[config.mk]
export PLATFORM = sky130hd
export DESIGN_NAME = wdcm_top
export DESIGN_NICKNAME = d
export VERILOG_FILES = /design/src/hdl/wdcm_pkg.sv /design/src/hdl/wdcm_clkmon.sv /design/src/hdl/wdcm_tick.sv /design/src/hdl/wdcm_top.sv
export VERILOG_INCLUDE_DIRS = /design/src /design/src/hdl
export SDC_FILE = /design/constraint.sdc
export NUM_CORES = 1
export LEC_CHECK = 0
export ABC_AREA = 1
export BUFFER_PORTS_ARGS = -buffer_cell sky130_fd_sc_hd__buf_2
export CAP_MARGIN = 20
export CORE_MARGIN = 5
export CORE_UTILIZATION = 59
export DETAILED_ROUTE_END_ITERATION = 10
export PLACE_DENSITY = 0.79
export SYNTH_ARGS = -nofsm -noshare
export SYNTH_HDL_FRONTEND = slang
export SYNTH_SLANG_ARGS = --single-unit
export TNS_END_PERCENT = 50
[constraint.sdc]
create_clock -name clock -period 1.9 [get_ports clock]
set_clock_uncertainty 0.1 [all_clocks]
set_input_delay 0 -clock clock [delete_from_list [all_inputs] [get_ports clock]]
set_output_delay 0 -clock clock [all_outputs]
set_load 0.02 [all_outputs]
[src/hdl/wdcm_regs.svh]
// register offsets, field positions, reset values and counts of the watchdog and clock monitor
`ifndef WDCM_REGS_SVH
`define WDCM_REGS_SVH
`define WDCM_ADDR_W          8
`define WDCM_DATA_W          8
`define WDCM_SVC_ADDR        8'hC7
`define WDCM_CTRL_ADDR       8'h90
`define WDCM_STAT_ADDR       8'h91
`define WDCM_ITMR_LO_ADDR    8'h92
`define WDCM_ITMR_HI_ADDR    8'h93
`define WDCM_WIN_HI          7
`define WDCM_WIN_LO          6
`define WDCM_KEY_HI          5
`define WDCM_KEY_LO          1
`define WDCM_CM_BIT          0
`define WDCM_KEY             5'h0C
`define WDCM_KEY_READ        5'h00
`define WDCM_WIN_RESET       2'h3
`define WDCM_CM_RESET        1'h1
`define WDCM_CTRL_CLOCK_DELAY_SELECT_BIT 0
`define WDCM_STAT_PND_BIT    0
`define WDCM_STAT_FAULT_BIT  1
`define WDCM_STAT_CLKF_BIT   2
`define WDCM_STAT_LOCK_BIT   3
`define WDCM_CNT_W           17
`define WDCM_CNT_ONE         17'h00001
`define WDCM_LOWER_TC        17'h00100
`define WDCM_UPPER_BASE_TC   17'h02000
`define WDCM_HOLD_W          5
`define WDCM_HOLD_TC         5'h10
`define WDCM_HOLD_ONE        5'h01
`define WDCM_ITMR_W          16
`define WDCM_ITMR_ONE        16'h0001
`define WDCM_ITMR_BIT        12
`define WDCM_CLK_PERIOD_NS   4
`define WDCM_CLKMON_LIMIT_NS 1000000
`endif

[src/hdl/wdcm_pkg.sv]
// types and the helper function of the watchdog and clock monitor
`include "wdcm_regs.svh"
package wdcm_pkg;
	typedef enum logic [1:0] {WD_RUN, WD_DRIVE, WD_HOLD, WD_WAIT} wdcm_state_t;
	typedef logic [1:0] wdcm_win_t;
	typedef logic [`WDCM_CNT_W-1:0] wdcm_cnt_t;

	function automatic wdcm_cnt_t wdcm_upper(input wdcm_win_t win);
		wdcm_upper = `WDCM_UPPER_BASE_TC << win;
	endfunction
endpackage

[src/hdl/wdcm_clkmon.sv]
// clock monitor: flags a gap between instruction cycles longer than the limit
`timescale 1ns/1ns
`default_nettype none
module wdcm_clkmon #(
	parameter int LIMIT = 250000
) (
	input  wire logic clock,
	input  wire logic rstn,
	input  wire logic enable,
	input  wire logic tc_tick,
	output logic      fail_r
);
	localparam int CW = $clog2(LIMIT + 1);
	logic [CW-1:0] cnt_r;

	always_ff @(posedge clock or negedge rstn) begin
		if (!rstn) begin
			cnt_r  <= '0;
			fail_r <= 1'h0;
		end else if (!enable || tc_tick) begin
			cnt_r  <= '0;
			fail_r <= 1'h0;
		end else if (cnt_r == CW'(LIMIT - 1)) begin
			fail_r <= 1'h1;
		end else begin
			cnt_r <= cnt_r + CW'(1);
		end
	end
endmodule
`default_nettype wire

[src/hdl/wdcm_tick.sv]
// instruction cycle enable taken from the oscillator pin
`timescale 1ns/1ns
`default_nettype none
module wdcm_tick (
	input  wire logic clock,
	input  wire logic rstn,
	input  wire logic osc_pin,
	output logic      tc_tick
);
	logic sync1_r;
	logic sync2_r;
	logic last_r;

	always_ff @(posedge clock or negedge rstn) begin
		if (!rstn) begin
			sync1_r <= 1'h0;
			sync2_r <= 1'h0;
			last_r  <= 1'h0;
		end else begin
			sync1_r <= osc_pin;
			sync2_r <= sync1_r;
			last_r  <= sync2_r;
		end
	end

	// one pulse per rising oscillator edge
	assign tc_tick = sync2_r & ~last_r;
endmodule
`default_nettype wire

[src/hdl/wdcm_top.sv]
// windowed watchdog with clock monitor, idle timer and register port
//
// Chosen here: the address map and the plain strobed port.
`timescale 1ns/1ns
`default_nettype none
`include "wdcm_regs.svh"
module wdcm_top #(
	parameter int CLKMON_LIMIT = `WDCM_CLKMON_LIMIT_NS / `WDCM_CLK_PERIOD_NS
) (
	input  wire logic                    clock,
	input  wire logic                    rstn,
	input  wire logic                    por_n,
	input  wire logic                    osc_pin,
	input  wire logic                    halt_mode,
	input  wire logic                    idle_mode,
	input  wire logic                    osc_rc_option,
	input  wire logic [`WDCM_ADDR_W-1:0] reg_addr,
	input  wire logic [`WDCM_DATA_W-1:0] reg_wdata,
	input  wire logic                    reg_wr,
	input  wire logic                    reg_rd,
	output logic      [`WDCM_DATA_W-1:0] reg_rdata,
	output logic                         fault_output_pin_out,
	output logic                         fault_output_pin_oe_n,
	input  wire logic                    fault_output_pin_in,
	output logic                         idle_timer_pending
);
	wdcm_pkg::wdcm_state_t           state_r;
	wdcm_pkg::wdcm_state_t           state_nxt;
	wdcm_pkg::wdcm_cnt_t             cnt_r;
	wdcm_pkg::wdcm_win_t             win_r;
	logic                            cm_en_r;
	logic                            first_r;
	logic                            clock_delay_select_r;
	logic [`WDCM_HOLD_W-1:0]         hold_r;
	logic [`WDCM_ITMR_W-1:0]         itmr_r;
	logic [`WDCM_ITMR_W-1:0]         itmr_nxt;
	logic                            pend_r;
	logic                            pin_s1_r;
	logic                            pin_s2_r;
	logic                            halt_d_r;
	logic                            idle_d_r;
	logic                            oe_n_r;
	logic [`WDCM_DATA_W-1:0]         rdata_r;
	logic                            tc_tick;
	logic                            clk_fail;
	logic                            low_power;
	logic                            halt_exit;
	logic                            idle_exit;
	logic                            svc_wr;
	logic                            svc_take;
	logic                            key_ok;
	logic                            win_ok;
	logic                            cm_ok;
	logic                            early;
	logic                            svc_valid;
	logic                            svc_bad;
	logic                            timeout;
	logic                            wd_err;
	logic                            resume;
	logic                            pend_set;
	logic                            pend_clr;
	wdcm_pkg::wdcm_win_t             wr_win;
	logic [`WDCM_KEY_HI-`WDCM_KEY_LO:0] wr_key;
	logic                            wr_cm;

	wdcm_tick u_tick (
		.clock   (clock),
		.rstn    (rstn),
		.osc_pin (osc_pin),
		.tc_tick (tc_tick)
	);

	// not gated by low power so a stopped oscillator in halt is caught
	wdcm_clkmon #(
		.LIMIT (CLKMON_LIMIT)
	) u_clkmon (
		.clock   (clock),
		.rstn    (rstn),
		.enable  (cm_en_r),
		.tc_tick (tc_tick),
		.fail_r  (clk_fail)
	);

	// fault pin readback comes from outside the clock domain
	always_ff @(posedge clock or negedge rstn) begin
		if (!rstn) begin
			pin_s1_r <= 1'h1;
			pin_s2_r <= 1'h1;
		end else begin
			pin_s1_r <= fault_output_pin_in;
			pin_s2_r <= pin_s1_r;
		end
	end

	always_ff @(posedge clock or negedge rstn) begin
		if (!rstn) begin
			halt_d_r <= 1'h0;
			idle_d_r <= 1'h0;
		end else begin
			halt_d_r <= halt_mode;
			idle_d_r <= idle_mode;
		end
	end

	assign low_power = halt_mode | idle_mode;
	assign halt_exit = halt_d_r & ~halt_mode;
	assign idle_exit = idle_d_r & ~idle_mode;

	assign wr_win = reg_wdata[`WDCM_WIN_HI:`WDCM_WIN_LO];
	assign wr_key = reg_wdata[`WDCM_KEY_HI:`WDCM_KEY_LO];
	assign wr_cm  = reg_wdata[`WDCM_CM_BIT];

	assign svc_wr   = reg_wr && (reg_addr == `WDCM_SVC_ADDR);
	assign svc_take = svc_wr && (state_r == wdcm_pkg::WD_RUN) && !low_power;
	assign key_ok   = (wr_key == `WDCM_KEY);
	assign win_ok   = (wr_win == win_r);
	assign cm_ok    = (wr_cm == cm_en_r);
	assign early    = !first_r && (cnt_r < `WDCM_LOWER_TC);
	assign svc_valid = svc_take && key_ok && (first_r || (win_ok && cm_ok)) && !early;
	assign svc_bad   = svc_take && !svc_valid;
	assign timeout   = (state_r == wdcm_pkg::WD_RUN) && !low_power && tc_tick
		&& (cnt_r == wdcm_pkg::wdcm_upper(win_r) - `WDCM_CNT_ONE);
	assign wd_err    = svc_bad || timeout;
	assign resume    = osc_rc_option && !clock_delay_select_r;

	// window count in instruction cycles since the last service
	always_ff @(posedge clock or negedge rstn) begin
		if (!rstn) begin
			cnt_r <= '0;
		end else if (state_r != wdcm_pkg::WD_RUN) begin
			cnt_r <= '0;
		end else if (svc_valid) begin
			cnt_r <= '0;
		end else if (idle_exit) begin
			cnt_r <= '0;
		end else if (halt_exit && !resume) begin
			cnt_r <= '0;
		end else if (tc_tick && !low_power) begin
			cnt_r <= cnt_r + `WDCM_CNT_ONE;
		end
	end

	// settings are irrevocable once the first good service lands
	always_ff @(posedge clock or negedge rstn) begin
		if (!rstn) begin
			win_r   <= `WDCM_WIN_RESET;
			cm_en_r <= `WDCM_CM_RESET;
			first_r <= 1'h1;
		end else if (svc_valid && first_r) begin
			win_r   <= wr_win;
			cm_en_r <= wr_cm;
			first_r <= 1'h0;
		end
	end

	always_comb begin
		state_nxt = state_r;
		case (state_r)
			wdcm_pkg::WD_RUN: begin
				if (wd_err || clk_fail) begin
					state_nxt = wdcm_pkg::WD_DRIVE;
				end
			end
			wdcm_pkg::WD_DRIVE: begin
				if (!pin_s2_r) begin
					state_nxt = wdcm_pkg::WD_HOLD;
				end
			end
			wdcm_pkg::WD_HOLD: begin
				if (!clk_fail && tc_tick && hold_r == `WDCM_HOLD_TC - `WDCM_HOLD_ONE) begin
					state_nxt = wdcm_pkg::WD_WAIT;
				end
			end
			wdcm_pkg::WD_WAIT: begin
				if (clk_fail) begin
					state_nxt = wdcm_pkg::WD_DRIVE;
				end else if (pin_s2_r) begin
					state_nxt = wdcm_pkg::WD_RUN;
				end
			end
			default: begin
				state_nxt = wdcm_pkg::WD_RUN;
			end
		endcase
	end

	always_ff @(posedge clock or negedge rstn) begin
		if (!rstn) begin
			state_r <= wdcm_pkg::WD_RUN;
			oe_n_r  <= 1'h1;
		end else begin
			state_r <= state_nxt;
			oe_n_r  <= !(state_nxt == wdcm_pkg::WD_DRIVE || state_nxt == wdcm_pkg::WD_HOLD);
		end
	end

	// the hold count restarts while the clock is bad, so release waits for recovery
	always_ff @(posedge clock or negedge rstn) begin
		if (!rstn) begin
			hold_r <= '0;
		end else if (state_r != wdcm_pkg::WD_HOLD || clk_fail) begin
			hold_r <= '0;
		end else if (tc_tick) begin
			hold_r <= hold_r + `WDCM_HOLD_ONE;
		end
	end

	assign fault_output_pin_out  = 1'h0;
	assign fault_output_pin_oe_n = oe_n_r;

	always_ff @(posedge clock or negedge rstn) begin
		if (!rstn) begin
			clock_delay_select_r <= 1'h0;
		end else if (reg_wr && reg_addr == `WDCM_CTRL_ADDR) begin
			clock_delay_select_r <= reg_wdata[`WDCM_CTRL_CLOCK_DELAY_SELECT_BIT];
		end
	end

	// idle timer survives the external reset; only power-on clears it
	assign itmr_nxt = itmr_r + `WDCM_ITMR_ONE;
	always_ff @(posedge clock or negedge por_n) begin
		if (!por_n) begin
			itmr_r <= '0;
		end else if (tc_tick) begin
			itmr_r <= itmr_nxt;
		end
	end

	assign pend_set = tc_tick && (itmr_nxt[`WDCM_ITMR_BIT] != itmr_r[`WDCM_ITMR_BIT]);
	assign pend_clr = reg_wr && reg_addr == `WDCM_STAT_ADDR && reg_wdata[`WDCM_STAT_PND_BIT];
	always_ff @(posedge clock or negedge rstn) begin
		if (!rstn) begin
			pend_r <= 1'h0;
		end else if (pend_set) begin
			pend_r <= 1'h1;
		end else if (pend_clr) begin
			pend_r <= 1'h0;
		end
	end

	assign idle_timer_pending = pend_r;

	always_ff @(posedge clock or negedge rstn) begin
		if (!rstn) begin
			rdata_r <= '0;
		end else if (reg_rd) begin
			case (reg_addr)
				`WDCM_SVC_ADDR: begin
					rdata_r <= {win_r, `WDCM_KEY_READ, cm_en_r};
				end
				`WDCM_CTRL_ADDR: begin
					rdata_r <= {{(`WDCM_DATA_W-1){1'h0}}, clock_delay_select_r};
				end
				`WDCM_STAT_ADDR: begin
					rdata_r <= {4'h0, !first_r, clk_fail, !oe_n_r, pend_r};
				end
				`WDCM_ITMR_LO_ADDR: begin
					rdata_r <= itmr_r[`WDCM_DATA_W-1:0];
				end
				`WDCM_ITMR_HI_ADDR: begin
					rdata_r <= itmr_r[`WDCM_ITMR_W-1:`WDCM_DATA_W];
				end
				default: begin
					rdata_r <= '0;
				end
			endcase
		end else begin
			rdata_r <= '0;
		end
	end

	assign reg_rdata = rdata_r;
endmodule
`default_nettype wire

==> reports/qor.tcl <==
set qor(status) {finished, final reports clean}
set qor(slew_violations) 0
set qor(htree_levels) 3
set qor(synth.top_cells.by_count) {sky130_fd_sc_hd__nand2_1 (100), sky130_fd_sc_hd__inv_1 (76), sky130_fd_sc_hd__dfrtp_1 (74), sky130_fd_sc_hd__nor2_1 (56), sky130_fd_sc_hd__a21oi_1 (23)}
set qor(cpMostUsedCell) {sky130_fd_sc_hd__nand2_1}
set qor(delay_heaviest_family_cp) {simple AND/OR/NAND/NOR gates}
set qor(hpwl_um) 6285
set qor(cts-root-to-sink-buffers) 2
set qor(post-synth-top-count-cell) {sky130_fd_sc_hd__nand2_1}
set qor(powerDensity_nw_per_um2) 802.3
set qor(timing_worst_slew_pin_value_ps) 739.2
set qor(critical_path.cell_chain) {ha_1 -> nand3_2 -> nor2_2 -> nand2_2 -> nor2_4 -> nand2_4 -> nor3_4 -> nand2_1 -> nand2_1 -> a21oi_2}
set qor(layout-drive-gt1-share_pct) 16.84
set qor(syn-mean-instance-area_um2) 8.439
set qor(synth_flop_cell) {sky130_fd_sc_hd__dfrtp_1}
set qor(synth-seq-area-share_pct) 48.54
set qor(total_power_w) 0.003971
set qor(io_pins) 37
set qor(leakagePower_nw) 2.294
set qor(required_ps) 2050
set qor(grt_pass1_wl_um) 15300
set qor(startpoint_kind_of_the_worst_setup_timing_path) {flop}
set qor(cts_root_buf) {sky130_fd_sc_hd__clkbuf_8}
set qor(antenna_cells) 0
set qor(die_area_um2) 8894
set qor(postRouteAntennaNets) 0
set qor(irDropWorstVdd_v) 0.0006014
set qor(clock_sink_count) 81
set qor(final-setup-viol-count) 0
set qor(routability_congestion_estimate_from_global_placement) 0.9132
set qor(postCtsResizedCells) 0
set qor(finalHoldWorstSlack_ps) 50.78
set qor(drt_first_iter_violations) 173
set qor(worst_setup_hold_path_clk_slew_ps) 90
set qor(cp_slowest_stage_delay_ps) 390
set qor(detail_route.vias_per_cell) 5.200
set qor(antenna_violations_before_repair) 0
set qor(core_region_area_um2) 6869
set qor(final.setup.tns_ps) 0
set qor(cp.arrival_ps) 1890
set qor(rsz0062_at_grt) {false}
set qor(drc) 0
set qor(synth.distinct_cells) 42
set qor(groute.usage.overall_pct) 21.86
set qor(number_of_fillers_in_the_final_layout) 522
set qor(ys_top_cells_by_area) {sky130_fd_sc_hd__dfrtp_1 (44%), sky130_fd_sc_hd__nand2_1 (8.9%), sky130_fd_sc_hd__inv_1 (6.8%), sky130_fd_sc_hd__nor2_1 (5.0%), sky130_fd_sc_hd__dfstp_2 (4.4%)}
set qor(floorplan.initialDensity_pct) 61.06
set qor(input_output_buffers) 35
set qor(clkLatencyLatePin_ps) 360
set qor(yosys_register_bits) 81
set qor(die-width_um) 94.31
set qor(routed-via-count) 3463
set qor(grt_start_max_net_pins) 44
set qor(numCtsBuffers) 9
set qor(postRouteWirelength_um) 8892
set qor(total_setup_buffers_inserted_after_cts) 0
set qor(critical_path.max_fanout) 4
set qor(max_cap_violations) 0
set qor(slew-limit-headroom_pct) 50.55
set qor(synth_fp_nets) 528
set qor(avgRoutedWirePerCell_um) 13.35
set qor(report.final.hold_viol_count) 0
set qor(syn_to_final_growth_pct) 18.02
set qor(cell_count_after_synthesis) 497
set qor(fin_crit_ps) 1745
set qor(critical_path.endpoint_type) {flop}
set qor(synth-async-reset-ratio_pct) 100.0
set qor(grt.overflow.total) 0
set qor(row_count) 30
set qor(yosysTopAreaCell) {sky130_fd_sc_hd__dfrtp_1}
set qor(critPathKind) {reg2reg}
set qor(post_route_fraction_of_the_period_consumed_by_the_critical_path_pct) 91.83
set qor(die_y_um) 94.31
set qor(timing.critical_path.buf_inv) 0
set qor(fin_nets) 596
set qor(grt_pass1_vias) 3414
set qor(synth.yosys.warnings) 0
set qor(dr.pass1.iters) 4
set qor(hold_path_class) {in2reg}
set qor(synth_enable_flop_cells) 0
set qor(netlist_area_um2) 4194
set qor(critical_path_slowest_stage_cell) {sky130_fd_sc_hd__dfrtp_1}
set qor(tritoncts) {built}
set qor(post-synth-top-area-fraction_pct) 44.15
set qor(max_freq_ghz) 0.5731
routing by layer:
layer | wire length [µm] | GRT usage, % | vias to the layer above
li1 | - | - | 1727
met1 | 4082 | 29.01 | 1647
met2 | 4273 | 36.05 | 74
met3 | 390 | 4.006 | 15
met4 | 145 | 7.702 | 0
met5 | 0 | 0 | -
cells in the final DEF (no fill, tap or decap), types with 4 or more instances in the layout:
cell type,count
sky130_fd_sc_hd__nand4_1,10
sky130_fd_sc_hd__dfstp_2,7
sky130_fd_sc_hd__nor3_1,14
sky130_fd_sc_hd__nor2_2,7
sky130_fd_sc_hd__a21oi_1,23
sky130_fd_sc_hd__o221ai_1,5
sky130_fd_sc_hd__nand2_4,4
sky130_fd_sc_hd__o21ai_0,21
sky130_fd_sc_hd__dfrtp_1,74
sky130_fd_sc_hd__inv_1,76
sky130_fd_sc_hd__xnor2_1,11
sky130_fd_sc_hd__xor2_1,16
sky130_fd_sc_hd__nand2_1,100
sky130_fd_sc_hd__nor2_1,56
sky130_fd_sc_hd__nand2_2,4
sky130_fd_sc_hd__buf_2,35
sky130_fd_sc_hd__ha_1,5
sky130_fd_sc_hd__nand3_1,20
sky130_fd_sc_hd__nand3_2,5
sky130_fd_sc_hd__clkbuf_8,9
sky130_fd_sc_hd__dlygate4sd3_1,22
cell type report:
type / count / area [µm²] / share of cell area, %
flip-flops and latches: 81 / 2036 / 41.13
multi-input cells: 335 / 1837 / 37.11
repair buffers: 60 / 430.4 / 8.696
inverters: 78 / 297.8 / 6.016
clock buffers: 9 / 123.9 / 2.503
well taps: 96 / 120.1 / 2.427
clock inverters: 7 / 105.1 / 2.123
stage by stage:
stage | cells | setup WS, ps | instance area, µm² | util (%)
final | 666 | 155.3 | 4950 | 72.06
after global routing | 666 | 8.824 | 4950 | 72.06
after CTS | 666 | 140.9 | 4950 | 72.06
after detailed placement | 628 | 153.9 | 4501 | 65.52
after global placement | 628 | 231.1 | 4501 | 65.52
after floorplan | 497 | 302.4 | 4194 | -
tightest hold or removal path: stages:
cell                       delay [ps]
sky130_fd_sc_hd__buf_2            100
sky130_fd_sc_hd__nand2_1           80
sky130_fd_sc_hd__a31oi_1          130
sky130_fd_sc_hd__o211ai_1         100
sky130_fd_sc_hd__a21oi_1           50
logic make-up (layout without fill, tap and decap cells):
group | count (synthesis) | in the layout | synth area share (%)
AND/OR/NAND/NOR | 238 | 238 | 27.66
flip-flops | 81 | 81 | 48.54
buffers and inverters | 81 | 154 | 7.667
AO/OA/AOI/OAI | 64 | 64 | 8.920
XOR/XNOR | 27 | 27 | 5.638
adder cells (fa/ha/maj) | 5 | 5 | 1.492
other | 1 | 1 | 0.08941
sequential cells by signal, indices dropped and copies added (netlist names), 2 cells and up:
name,count
cnt_r,17
hold_r,5
itmr_r,16
reg_rdata,8
state_r,2
u_clkmon.cnt_r,18
win_r,2
path summary, 6_finish.rpt:
check / from / end / slack, ps / cells past startpoint
setup / recovery: u_clkmon.cnt_r[0] / u_clkmon.cnt_r[16] / 160 / 10
hold / removal: osc_rc_option / cnt_r[12] / 50 / 5
setup reg to reg: u_clkmon.cnt_r[0] / u_clkmon.cnt_r[16] / 160 / 10
hold reg to reg: u_tick.sync1_r / u_tick.sync2_r / 270 / 0
max in group asynchronous: por_n / itmr_r[9] / 550 / 3
min in group asynchronous: rstn / cnt_r[8] / 60 / 2
report_power, final:
group          switching [W]  internal [W]
registers           0.000111       0.00184
clock network       0.000687      0.000763
logic               0.000360      0.000208
total                0.00116       0.00281
repair_timing:
| action | CTS | global route |
|---|---|---|
| endpoints found under the hold margin | 96 | 0 |
| endpoints found under the setup margin | 0 | 0 |
| hold buffers | 22 | 0 |
Power figures use the tool's default switching activity.
